==> src/rtl/sadc_defines.svh <==
`ifndef SADC_DEFINES_SVH
`define SADC_DEFINES_SVH

// ----------------------------------------------------------------------
// register byte addresses
// ----------------------------------------------------------------------
`define SADC_ADDR_CTRL    8'h00
`define SADC_ADDR_RESULT  8'h04
`define SADC_ADDR_CLKCFG  8'h08

// ----------------------------------------------------------------------
// status and control field positions
// ----------------------------------------------------------------------
`define SADC_CTRL_FLAG    7
`define SADC_CTRL_IRQEN   6
`define SADC_CTRL_CONT    5
`define SADC_CTRL_CHAN_HI 4
`define SADC_CHAN_OFF     5'h1F
`define SADC_CTRL_RST     8'h1F

// ----------------------------------------------------------------------
// clock configuration field positions
// ----------------------------------------------------------------------
`define SADC_CLK_PRESC_HI 7
`define SADC_CLK_PRESC_LO 5
`define SADC_CLK_SRC      4
`define SADC_CLKCFG_RST   8'h00

// ----------------------------------------------------------------------
// conversion timing in converter clock ticks
// ----------------------------------------------------------------------
`define SADC_SAMPLE_LAST  4'h7
`define SADC_CONV_LAST    4'hF
`define SADC_SAR_MSB      8'h80

// ----------------------------------------------------------------------
// bus responses
// ----------------------------------------------------------------------
`define SADC_RESP_OKAY    2'h0
`define SADC_RESP_SLVERR  2'h2

`endif

==> src/rtl/sadc_pkg.sv <==
package sadc_pkg;

  // ----------------------------------------------------------------------
  // conversion sequencer states
  // ----------------------------------------------------------------------
  typedef enum logic [1:0] {
    SADC_IDLE    = 2'b00,
    SADC_SETTLE  = 2'b01,
    SADC_CONVERT = 2'b10
  } sadc_fsm_type;

  // bus slave side
  typedef struct packed {
    logic       aw_hold;
    logic [7:0] aw_addr;
    logic       w_hold;
    logic [7:0] w_data;
    logic       w_lane0;
    logic       awready;
    logic       wready;
    logic       bvalid;
    logic [1:0] bresp;
    logic       arready;
    logic       rvalid;
    logic [7:0] rdata;
    logic [1:0] rresp;
  } sadc_bus_type;

  // software visible registers
  typedef struct packed {
    logic       flag;
    logic       irq_en;
    logic       cont;
    logic [4:0] chan;
    logic [2:0] presc;
    logic       clk_src;
    logic [7:0] result;
  } sadc_regs_type;

  // converter sequencing
  typedef struct packed {
    sadc_fsm_type fsm;
    logic [3:0]   tick;
    logic [3:0]   presc_cnt;
    logic [7:0]   trial;
    logic         settle_req;
    logic         resume;
    logic         first_done;
    logic         pending;
  } sadc_conv_type;

  // synchronisers and registered pin outputs
  typedef struct packed {
    logic       xtal_s1;
    logic       xtal_s2;
    logic       xtal_s3;
    logic [7:0] pad_s1;
    logic [7:0] pad_s2;
    logic [7:0] pad_out;
    logic [7:0] pad_oe;
    logic [7:0] port_read;
    logic [4:0] ana_sel;
    logic       ana_pd;
    logic       cpu_irq;
    logic       dma_req;
    logic       busy;
  } sadc_pins_type;

  typedef struct packed {
    sadc_bus_type  bus;
    sadc_regs_type regs;
    sadc_conv_type conv;
    sadc_pins_type pins;
  } sadc_state_type;

endpackage

==> src/rtl/sadc_top.sv <==
`timescale 1ns/1ps
`include "sadc_defines.svh"

module sadc_top
  import sadc_pkg::*;
(
  input  wire logic        CORE_CLK,
  input  wire logic        RESET,
  input  wire logic [7:0]  S_AXI_AWADDR,
  input  wire logic        S_AXI_AWVALID,
  output logic             S_AXI_AWREADY,
  input  wire logic [31:0] S_AXI_WDATA,
  input  wire logic [3:0]  S_AXI_WSTRB,
  input  wire logic        S_AXI_WVALID,
  output logic             S_AXI_WREADY,
  output logic [1:0]       S_AXI_BRESP,
  output logic             S_AXI_BVALID,
  input  wire logic        S_AXI_BREADY,
  input  wire logic [7:0]  S_AXI_ARADDR,
  input  wire logic        S_AXI_ARVALID,
  output logic             S_AXI_ARREADY,
  output logic [31:0]      S_AXI_RDATA,
  output logic [1:0]       S_AXI_RRESP,
  output logic             S_AXI_RVALID,
  input  wire logic        S_AXI_RREADY,
  input  wire logic        CRYSTAL_CLOCK,
  input  wire logic        STOP_MODE,
  input  wire logic        COMPARATOR,
  input  wire logic [7:0]  PORT_DATA_OUT,
  input  wire logic [7:0]  PORT_DIR_OUT,
  input  wire logic [7:0]  PAD_IN,
  output logic [7:0]       PAD_OUT,
  output logic [7:0]       PAD_OE,
  output logic [7:0]       PORT_READ,
  output logic [4:0]       ANALOG_SELECT,
  output logic [7:0]       ANALOG_TRIAL,
  output logic             ANALOG_POWER_DOWN,
  output logic             CPU_IRQ,
  output logic             DMA_REQ,
  output logic             CONV_BUSY
);

  // ----------------------------------------------------------------------
  // helpers
  // ----------------------------------------------------------------------

  // terminal count of the prescaler for each divide setting
  function automatic logic [3:0] presc_limit(input logic [2:0] sel);
    logic [3:0] lim;
    lim = 4'hF;
    case (sel)
      3'h0:    lim = 4'h0;
      3'h1:    lim = 4'h1;
      3'h2:    lim = 4'h3;
      3'h3:    lim = 4'h7;
      default: lim = 4'hF;
    endcase
    return lim;
  endfunction

  // one-hot mask of the port pin taken over by the converter
  function automatic logic [7:0] chan_mask(input logic [4:0] chan);
    logic [7:0] m;
    m = 8'h00;
    if (chan[4:3] == 2'h0)
      m[chan[2:0]] = 1'b1;
    return m;
  endfunction

  // word address match, byte lanes of the address ignored
  function automatic logic addr_hit(input logic [7:0] a,
                                    input logic [7:0] reg_addr);
    return a[7:2] == reg_addr[7:2];
  endfunction

  // ----------------------------------------------------------------------
  // state
  // ----------------------------------------------------------------------
  sadc_state_type q;
  sadc_state_type d;

  logic           xtal_edge;
  logic           in_tick;
  logic           adc_tick;
  logic           aw_take;
  logic           w_take;
  logic           ar_take;
  logic           do_write;
  logic           ctrl_write;
  logic           clk_write;
  logic           result_read;
  logic           conv_done;
  logic           start_req;
  logic [2:0]     bit_idx;
  logic [7:0]     mask;

  // ----------------------------------------------------------------------
  // next state
  // ----------------------------------------------------------------------
  always_comb
  begin
    d = q;

    // pin synchronisers; first stage feeds only the second
    d.pins.xtal_s1 = CRYSTAL_CLOCK;
    d.pins.xtal_s2 = q.pins.xtal_s1;
    d.pins.xtal_s3 = q.pins.xtal_s2;
    d.pins.pad_s1  = PAD_IN;
    d.pins.pad_s2  = q.pins.pad_s1;
    xtal_edge      = q.pins.xtal_s2 & ~q.pins.xtal_s3;

    // bus handshakes
    aw_take  = S_AXI_AWVALID & q.bus.awready;
    w_take   = S_AXI_WVALID & q.bus.wready;
    ar_take  = S_AXI_ARVALID & q.bus.arready;
    do_write = q.bus.aw_hold & q.bus.w_hold;
    ctrl_write = do_write & q.bus.w_lane0 &
                 addr_hit(q.bus.aw_addr, `SADC_ADDR_CTRL);
    clk_write  = do_write & q.bus.w_lane0 &
                 addr_hit(q.bus.aw_addr, `SADC_ADDR_CLKCFG);
    result_read = ar_take & addr_hit(S_AXI_ARADDR, `SADC_ADDR_RESULT);

    // write address and data are latched in either order
    if (aw_take)
    begin
      d.bus.aw_hold = 1'b1;
      d.bus.aw_addr = S_AXI_AWADDR;
    end
    if (w_take)
    begin
      d.bus.w_hold  = 1'b1;
      d.bus.w_data  = S_AXI_WDATA[7:0];
      d.bus.w_lane0 = S_AXI_WSTRB[0];
    end
    if (q.bus.bvalid & S_AXI_BREADY)
      d.bus.bvalid = 1'b0;
    if (do_write)
    begin
      d.bus.aw_hold = 1'b0;
      d.bus.w_hold  = 1'b0;
      d.bus.bvalid  = 1'b1;
      d.bus.bresp   = `SADC_RESP_OKAY;
      if (!addr_hit(q.bus.aw_addr, `SADC_ADDR_CTRL) &&
          !addr_hit(q.bus.aw_addr, `SADC_ADDR_RESULT) &&
          !addr_hit(q.bus.aw_addr, `SADC_ADDR_CLKCFG))
        d.bus.bresp = `SADC_RESP_SLVERR;
    end
    d.bus.awready = ~d.bus.aw_hold & ~d.bus.bvalid;
    d.bus.wready  = ~d.bus.w_hold & ~d.bus.bvalid;

    // read channel: one read at a time, data one cycle after address
    if (q.bus.rvalid & S_AXI_RREADY)
      d.bus.rvalid = 1'b0;
    if (ar_take)
    begin
      d.bus.rvalid = 1'b1;
      d.bus.rresp  = `SADC_RESP_OKAY;
      d.bus.rdata  = 8'h00;
      if (addr_hit(S_AXI_ARADDR, `SADC_ADDR_CTRL))
        d.bus.rdata = {q.regs.flag, q.regs.irq_en, q.regs.cont,
                       q.regs.chan};
      else if (result_read)
        d.bus.rdata = q.regs.result;
      else if (addr_hit(S_AXI_ARADDR, `SADC_ADDR_CLKCFG))
        d.bus.rdata = {q.regs.presc, q.regs.clk_src, 4'h0};
      else
        d.bus.rresp = `SADC_RESP_SLVERR;
    end
    d.bus.arready = ~d.bus.rvalid;

    // clock configuration register
    if (clk_write)
    begin
      d.regs.presc   = q.bus.w_data[`SADC_CLK_PRESC_HI:`SADC_CLK_PRESC_LO];
      d.regs.clk_src = q.bus.w_data[`SADC_CLK_SRC];
    end

    // converter clock: bus clock or crystal edges, then prescaler
    in_tick  = q.regs.clk_src ? 1'b1 : xtal_edge;
    adc_tick = in_tick &
               (q.conv.presc_cnt == presc_limit(q.regs.presc));
    if (adc_tick)
      d.conv.presc_cnt = 4'h0;
    else if (in_tick)
      d.conv.presc_cnt = q.conv.presc_cnt + 4'h1;

    // sequencer driven by converter ticks
    conv_done = 1'b0;
    start_req = 1'b0;
    bit_idx   = ~q.conv.tick[2:0];
    case (q.conv.fsm)
      SADC_IDLE:
        d.conv.tick = 4'h0;
      SADC_SETTLE:
      begin
        // one discarded period after power-up or stop
        if (adc_tick)
        begin
          d.conv.tick = q.conv.tick + 4'h1;
          if (q.conv.tick == `SADC_CONV_LAST)
          begin
            d.conv.fsm        = SADC_CONVERT;
            d.conv.tick       = 4'h0;
            d.conv.settle_req = 1'b0;
          end
        end
      end
      SADC_CONVERT:
      begin
        if (adc_tick)
        begin
          d.conv.tick = q.conv.tick + 4'h1;
          if (q.conv.tick == `SADC_SAMPLE_LAST)
            d.conv.trial = `SADC_SAR_MSB;
          else if (q.conv.tick > `SADC_SAMPLE_LAST)
          begin
            // keep the trial bit while input is at or above it
            if (!COMPARATOR)
              d.conv.trial[bit_idx] = 1'b0;
            if (bit_idx != 3'h0)
              d.conv.trial[bit_idx - 3'h1] = 1'b1;
          end
          if (q.conv.tick == `SADC_CONV_LAST)
          begin
            conv_done   = 1'b1;
            d.conv.tick = 4'h0;
            if (!q.regs.cont)
              d.conv.fsm = SADC_IDLE;
          end
        end
      end
      default:
        d.conv.fsm = SADC_IDLE;
    endcase

    // end of conversion: result first, then flag or request
    if (conv_done)
    begin
      d.regs.result     = d.conv.trial;
      d.conv.first_done = 1'b1;
    end

    // clears by software access, applied before the sets
    if (ctrl_write || result_read)
    begin
      d.conv.pending = 1'b0;
      if (!q.regs.irq_en)
      begin
        d.regs.flag = 1'b0;
      end
    end
    if (ctrl_write)
    begin
      d.regs.irq_en = q.bus.w_data[`SADC_CTRL_IRQEN];
      d.regs.cont   = q.bus.w_data[`SADC_CTRL_CONT];
      d.regs.chan   = q.bus.w_data[`SADC_CTRL_CHAN_HI:0];
      d.conv.first_done = 1'b0;
      // selector is writable only while requests are enabled
      d.regs.flag = q.bus.w_data[`SADC_CTRL_IRQEN] &
                    q.bus.w_data[`SADC_CTRL_FLAG];
      start_req = 1'b1;
    end

    // hardware sets win over the same-cycle clears
    if (conv_done && !q.regs.irq_en &&
        (!q.regs.cont || !q.conv.first_done))
    begin
      d.regs.flag = 1'b1;
    end
    if (conv_done && q.regs.irq_en)
    begin
      d.conv.pending = 1'b1;
    end

    // power off, restart and stop handling
    if (STOP_MODE)
    begin
      // abort and freeze; resume later after settling
      if (q.conv.fsm != SADC_IDLE || start_req)
      begin
        d.conv.resume = 1'b1;
      end
      d.conv.fsm        = SADC_IDLE;
      d.conv.presc_cnt  = 4'h0;
      d.conv.settle_req = 1'b1;
    end
    else if (d.regs.chan == `SADC_CHAN_OFF)
    begin
      d.conv.fsm        = SADC_IDLE;
      d.conv.settle_req = 1'b1;
      d.conv.resume     = 1'b0;
    end
    else if (start_req || q.conv.resume)
    begin
      d.conv.fsm    = q.conv.settle_req ? SADC_SETTLE : SADC_CONVERT;
      d.conv.tick   = 4'h0;
      d.conv.trial  = 8'h00;
      d.conv.resume = 1'b0;
      d.conv.presc_cnt = 4'h0;
    end
    else if (conv_done && q.regs.cont)
    begin
      d.conv.trial = 8'h00;
    end

    // pin takeover for the selected channel
    mask = chan_mask(d.regs.chan);
    d.pins.pad_out   = PORT_DATA_OUT & ~mask;
    d.pins.pad_oe    = PORT_DIR_OUT & ~mask;
    d.pins.port_read = q.pins.pad_s2 & ~mask;
    d.pins.ana_sel   = d.regs.chan;
    d.pins.ana_pd    = (d.regs.chan == `SADC_CHAN_OFF) | STOP_MODE;
    d.pins.busy      = d.conv.fsm != SADC_IDLE;

    // requests; an enabled request also serves as wake-up in wait
    d.pins.cpu_irq = d.conv.pending & d.regs.irq_en & ~d.regs.flag;
    d.pins.dma_req = d.conv.pending & d.regs.irq_en & d.regs.flag;
  end

  // ----------------------------------------------------------------------
  // state register
  // ----------------------------------------------------------------------
  always_ff @(posedge CORE_CLK)
  begin
    if (RESET)
    begin
      q              <= '0;
      q.regs.flag    <= 1'(`SADC_CTRL_RST >> `SADC_CTRL_FLAG);
      q.regs.chan    <= `SADC_CHAN_OFF;
      q.regs.presc   <= 3'(`SADC_CLKCFG_RST >> `SADC_CLK_PRESC_LO);
      q.conv.fsm     <= SADC_IDLE;
      q.conv.settle_req <= 1'b1;
      q.pins.ana_sel <= `SADC_CHAN_OFF;
      q.pins.ana_pd  <= 1'b1;
      q.bus.awready  <= 1'b1;
      q.bus.wready   <= 1'b1;
      q.bus.arready  <= 1'b1;
    end
    else
    begin
      q <= d;
    end
  end

  // ----------------------------------------------------------------------
  // outputs, all straight from the state register
  // ----------------------------------------------------------------------
  assign S_AXI_AWREADY     = q.bus.awready;
  assign S_AXI_WREADY      = q.bus.wready;
  assign S_AXI_BVALID      = q.bus.bvalid;
  assign S_AXI_BRESP       = q.bus.bresp;
  assign S_AXI_ARREADY     = q.bus.arready;
  assign S_AXI_RVALID      = q.bus.rvalid;
  assign S_AXI_RRESP       = q.bus.rresp;
  assign S_AXI_RDATA       = {24'h000000, q.bus.rdata};
  assign PAD_OUT           = q.pins.pad_out;
  assign PAD_OE            = q.pins.pad_oe;
  assign PORT_READ         = q.pins.port_read;
  assign ANALOG_SELECT     = q.pins.ana_sel;
  assign ANALOG_TRIAL      = q.conv.trial;
  assign ANALOG_POWER_DOWN = q.pins.ana_pd;
  assign CPU_IRQ           = q.pins.cpu_irq;
  assign DMA_REQ           = q.pins.dma_req;
  assign CONV_BUSY         = q.pins.busy;

endmodule

==> config.mk <==
export PLATFORM = sky130hd
export DESIGN_NAME = sadc_top
export DESIGN_NICKNAME = d
export VERILOG_FILES = /design/src/rtl/sadc_pkg.sv /design/src/rtl/sadc_top.sv
export VERILOG_INCLUDE_DIRS = /design/src /design/src/rtl
export SDC_FILE = /design/constraint.sdc
export NUM_CORES = 1
export LEC_CHECK = 0
export BUFFER_PORTS_ARGS = -buffer_cell sky130_fd_sc_hd__buf_2
export CAP_MARGIN = 40
export CORE_MARGIN = 2
export CORE_UTILIZATION = 55
export DETAILED_ROUTE_END_ITERATION = 6
export PLACE_DENSITY_LB_ADDON = 0.3
export SYNTH_ARGS = -nofsm -noshare
export SYNTH_HDL_FRONTEND = slang
export SYNTH_SLANG_ARGS = --single-unit
==> constraint.sdc <==
create_clock -name CORE_CLK -period 6 [get_ports CORE_CLK]
set_clock_uncertainty 0.1 [all_clocks]
set_input_delay 0.3 -clock CORE_CLK [delete_from_list [all_inputs] [get_ports CORE_CLK]]
set_output_delay 0.3 -clock CORE_CLK [all_outputs]
set_load 0.02 [all_outputs]
==> impl_metrics.ini <==
[sta]
grt_setup_unrepaired = false
timing_hold_violations_final = 0
period_minus_slack_ns = 2.83
final_setup_tns_ns = 0
timing.final.setup_violations = 0
achievable-frequency_mhz = 354
max_slew.worst_pin.slew_ns = 0.939
post-route-worst-setup-slack_ns = 3.17
final_max_slew_viol_count = 0
post-route-period-util = 0.471
slew-limit-headroom = 0.370

[clock_network]
post_cts_resized = 0
clock_path_buffers = 2
post_cts_hold_fix_bufs = 42
cts_buffers = 17
post_cts_clock_slew_at_the_launch_and_capture_registers_of_the_worst_setup_and_hold_paths_ns = 0.06
ctsHtreeMaxLevel = 4
clk_latency_ns = 0.52
cts_setup_buffers = 0
cts_root_buf = sky130_fd_sc_hd__clkbuf_8
numClockSinks = 121
tritoncts = done

[final_layout]
num_antenna_cells = 0
final_nets = 783
layout.core_utilization = 0.680
area_growth_syn_to_layout_pct = 21.9
commonest_cells_after_routing_fill_and_taps_aside = 121 x sky130_fd_sc_hd__dfxtp_1, 110 x sky130_fd_sc_hd__buf_2, 48 x sky130_fd_sc_hd__nor2_1
mostFrequentLayoutCell = sky130_fd_sc_hd__dfxtp_1
layout-drive-gt1-share = 0.232
final.fill_count = 768

[die]
initial_utilization = 0.558
top_level_ports = 168
row_count = 36
chipWidth_um = 103
die_area_mm2 = 0.0106
die_h_um = 103
core_area_mm2 = 0.00964

[detailed_routing]
drt_drc_violations_left = 0
drt-pass1-iter-count = 5
drt-wirelength-per-cell_um = 14.0
detail_route.wirelength_mm = 11.8
ant_nets = 0
detail_route.vias_per_cell = 5.15
dr_total_vias = 4318
dr.first_iter.drc_count = 238

[job]
max_cap_viol_count = 0

[synth]
number_of_synthesized_flops_with_an_enable_pin = 0
ys.flop_type = sky130_fd_sc_hd__dfxtp_1
synthesis.area_per_instance_um2 = 9.04
synth_cell_types = 56
yosysSeqAreaShare = 0.450
mappedNetlistArea_mm2 = 0.00538
synth_cells = 595
synth_seq_cells = 121
async_flop_share = 0
number_of_warnings_issued_by_yosys = 0

[outcome]
run_status = completed

[power]
leakage_power_figure_nw = 2.75
vdd.ir_drop.worst_mv = 0.214
power_density_mw_per_mm2 = 310

[placement]
post-place-ws_ns = 3.21
dpl.hpwl_mm = 7.59
place.gp.congestion = 0.818
numPortBuffers = 110

[grt]
gr-usage-all-layers = 0.220
grt_first_pass_wirelength_mm = 18.1
globalRouteOverflowTotal = 0
number_of_antenna_violations_at_the_first_check_in_global_routing = 0
grt_max_degree = 70
grt_pass1_vias = 3969

[setup_path]
critical_path.cell_chain = or4_4 -> nor3_4 -> buf_4 -> mux2i_1 -> o31ai_2 -> nor4_1
worst_ep_arrival_time_ns = 3.08
crit_path_max_fanout = 24
cp_data_required_time_ns = 6.25
launching_element_type_of_the_critical_path = flip-flop
critical_path.slowest_cell = sky130_fd_sc_hd__o31ai_2
cpPeakStageDelay_ns = 0.79
worstSetupEndpointType = flip-flop
crit_type = reg2reg

[worst_hold_path]
worstHoldPathType = in2reg
[state kept, by name, indices dropped and copies added (netlist names), 5 cells and up]
signal and cells:
q 55, ANALOG_TRIAL 8, PAD_OE 8, d 10
ANALOG_SELECT 5, PORT_READ 8, S_AXI_RDATA 8, PAD_OUT 8
[cell usage after synthesis, types with 3 or more instances]
cell type | number | area (µm²)
sky130_fd_sc_hd__mux2i_1 | 29 | 290
sky130_fd_sc_hd__xnor2_1 | 3 | 26.3
sky130_fd_sc_hd__a22oi_1 | 4 | 30.0
sky130_fd_sc_hd__a31oi_1 | 9 | 56.3
sky130_fd_sc_hd__nand2b_1 | 15 | 93.8
sky130_fd_sc_hd__nand2_1 | 46 | 173
sky130_fd_sc_hd__and2_1 | 21 | 131
sky130_fd_sc_hd__buf_1 | 5 | 18.8
sky130_fd_sc_hd__nor3_1 | 14 | 70.1
sky130_fd_sc_hd__nor2b_1 | 21 | 131
sky130_fd_sc_hd__nor2_1 | 48 | 180
sky130_fd_sc_hd__clkbuf_1 | 17 | 63.8
sky130_fd_sc_hd__buf_4 | 75 | 563
sky130_fd_sc_hd__a21oi_1 | 29 | 145
sky130_fd_sc_hd__dfxtp_1 | 121 | 2420
sky130_fd_sc_hd__o31ai_1 | 4 | 30.0
sky130_fd_sc_hd__nand3_1 | 17 | 85.1
sky130_fd_sc_hd__or2_2 | 3 | 18.8
sky130_fd_sc_hd__ha_1 | 4 | 50.1
sky130_fd_sc_hd__a211oi_1 | 17 | 128
sky130_fd_sc_hd__mux2_2 | 6 | 67.6
sky130_fd_sc_hd__nand3b_1 | 4 | 30.0
sky130_fd_sc_hd__inv_1 | 13 | 48.8
sky130_fd_sc_hd__o21ai_0 | 27 | 135
[worst max-delay path: cells and delay by family (launching register included)]
family / cells / cell delay (ns)
flops: 1 / 0.31
mux: 1 / 0.22
compound gates: 1 / 0.79
buf+inv: 1 / 0.33
simple gates: 3 / 0.91
[stage by stage]
step	hold WS (ns)	cells	total power, mW	cell area [µm²]
3_5_place_dp	0.301	765	0.998	5530
5_1_grt	0.00604	839	2.10	6560
3_3_place_gp	0.297	765	0.994	5530
2_1_floorplan	0.294	620	0.980	5470
4_1_cts	0.00134	839	2.04	6560
6_report	0.0152	839	2.03	6560
[area by class of cell]
class	instances	area, µm²	area share
well taps	133	166	0.0254
inverters	13	48.8	0.00744
clock buffers	17	414	0.0632
repair buffers	155	993	0.152
multi-input cells	385	2320	0.354
clock inverters	15	186	0.0284
flip-flops and latches	121	2420	0.370
[path summary, 6_finish.rpt]
path	start	to	slack [ns]	cells after the start
setup / recovery	q[126]	q[69]	3.17	6
hold / removal	S_AXI_AWVALID	q[128]	0.02	3
setup reg to reg	q[126]	q[69]	3.17	6
hold reg to reg	q[33]	PORT_READ[0]	0.32	2
[where the power goes]
group,total (mW),internal (mW),switching (mW)
logic,0.157,0.0656,0.0910
clock network,1.03,0.641,0.385
registers,0.849,0.832,0.0169
total,2.03,1.54,0.493
[metal layers]
metal | share of wire | track usage | wire, µm
met1 | 0.45 | 0.276 | 5310
met2 | 0.48 | 0.355 | 5670
met3 | 0.049 | 0.0610 | 571
met4 | 0.019 | 0.0941 | 221
met5 | 0 | 0 | 0
[logic make-up after synthesis]
logic type | count (synthesis) | synth area share
buffers and inverters | 114 | 0.135
flip-flops | 121 | 0.450
AND/OR/NAND/NOR | 208 | 0.201
XOR/XNOR | 5 | 0.00814
other | 1 | 0.000697
adder cells (fa/ha/maj) | 4 | 0.00930
AO/OA/AOI/OAI | 107 | 0.129
multiplexers | 35 | 0.0665
Note: power is estimated with default switching activity, not from simulation.
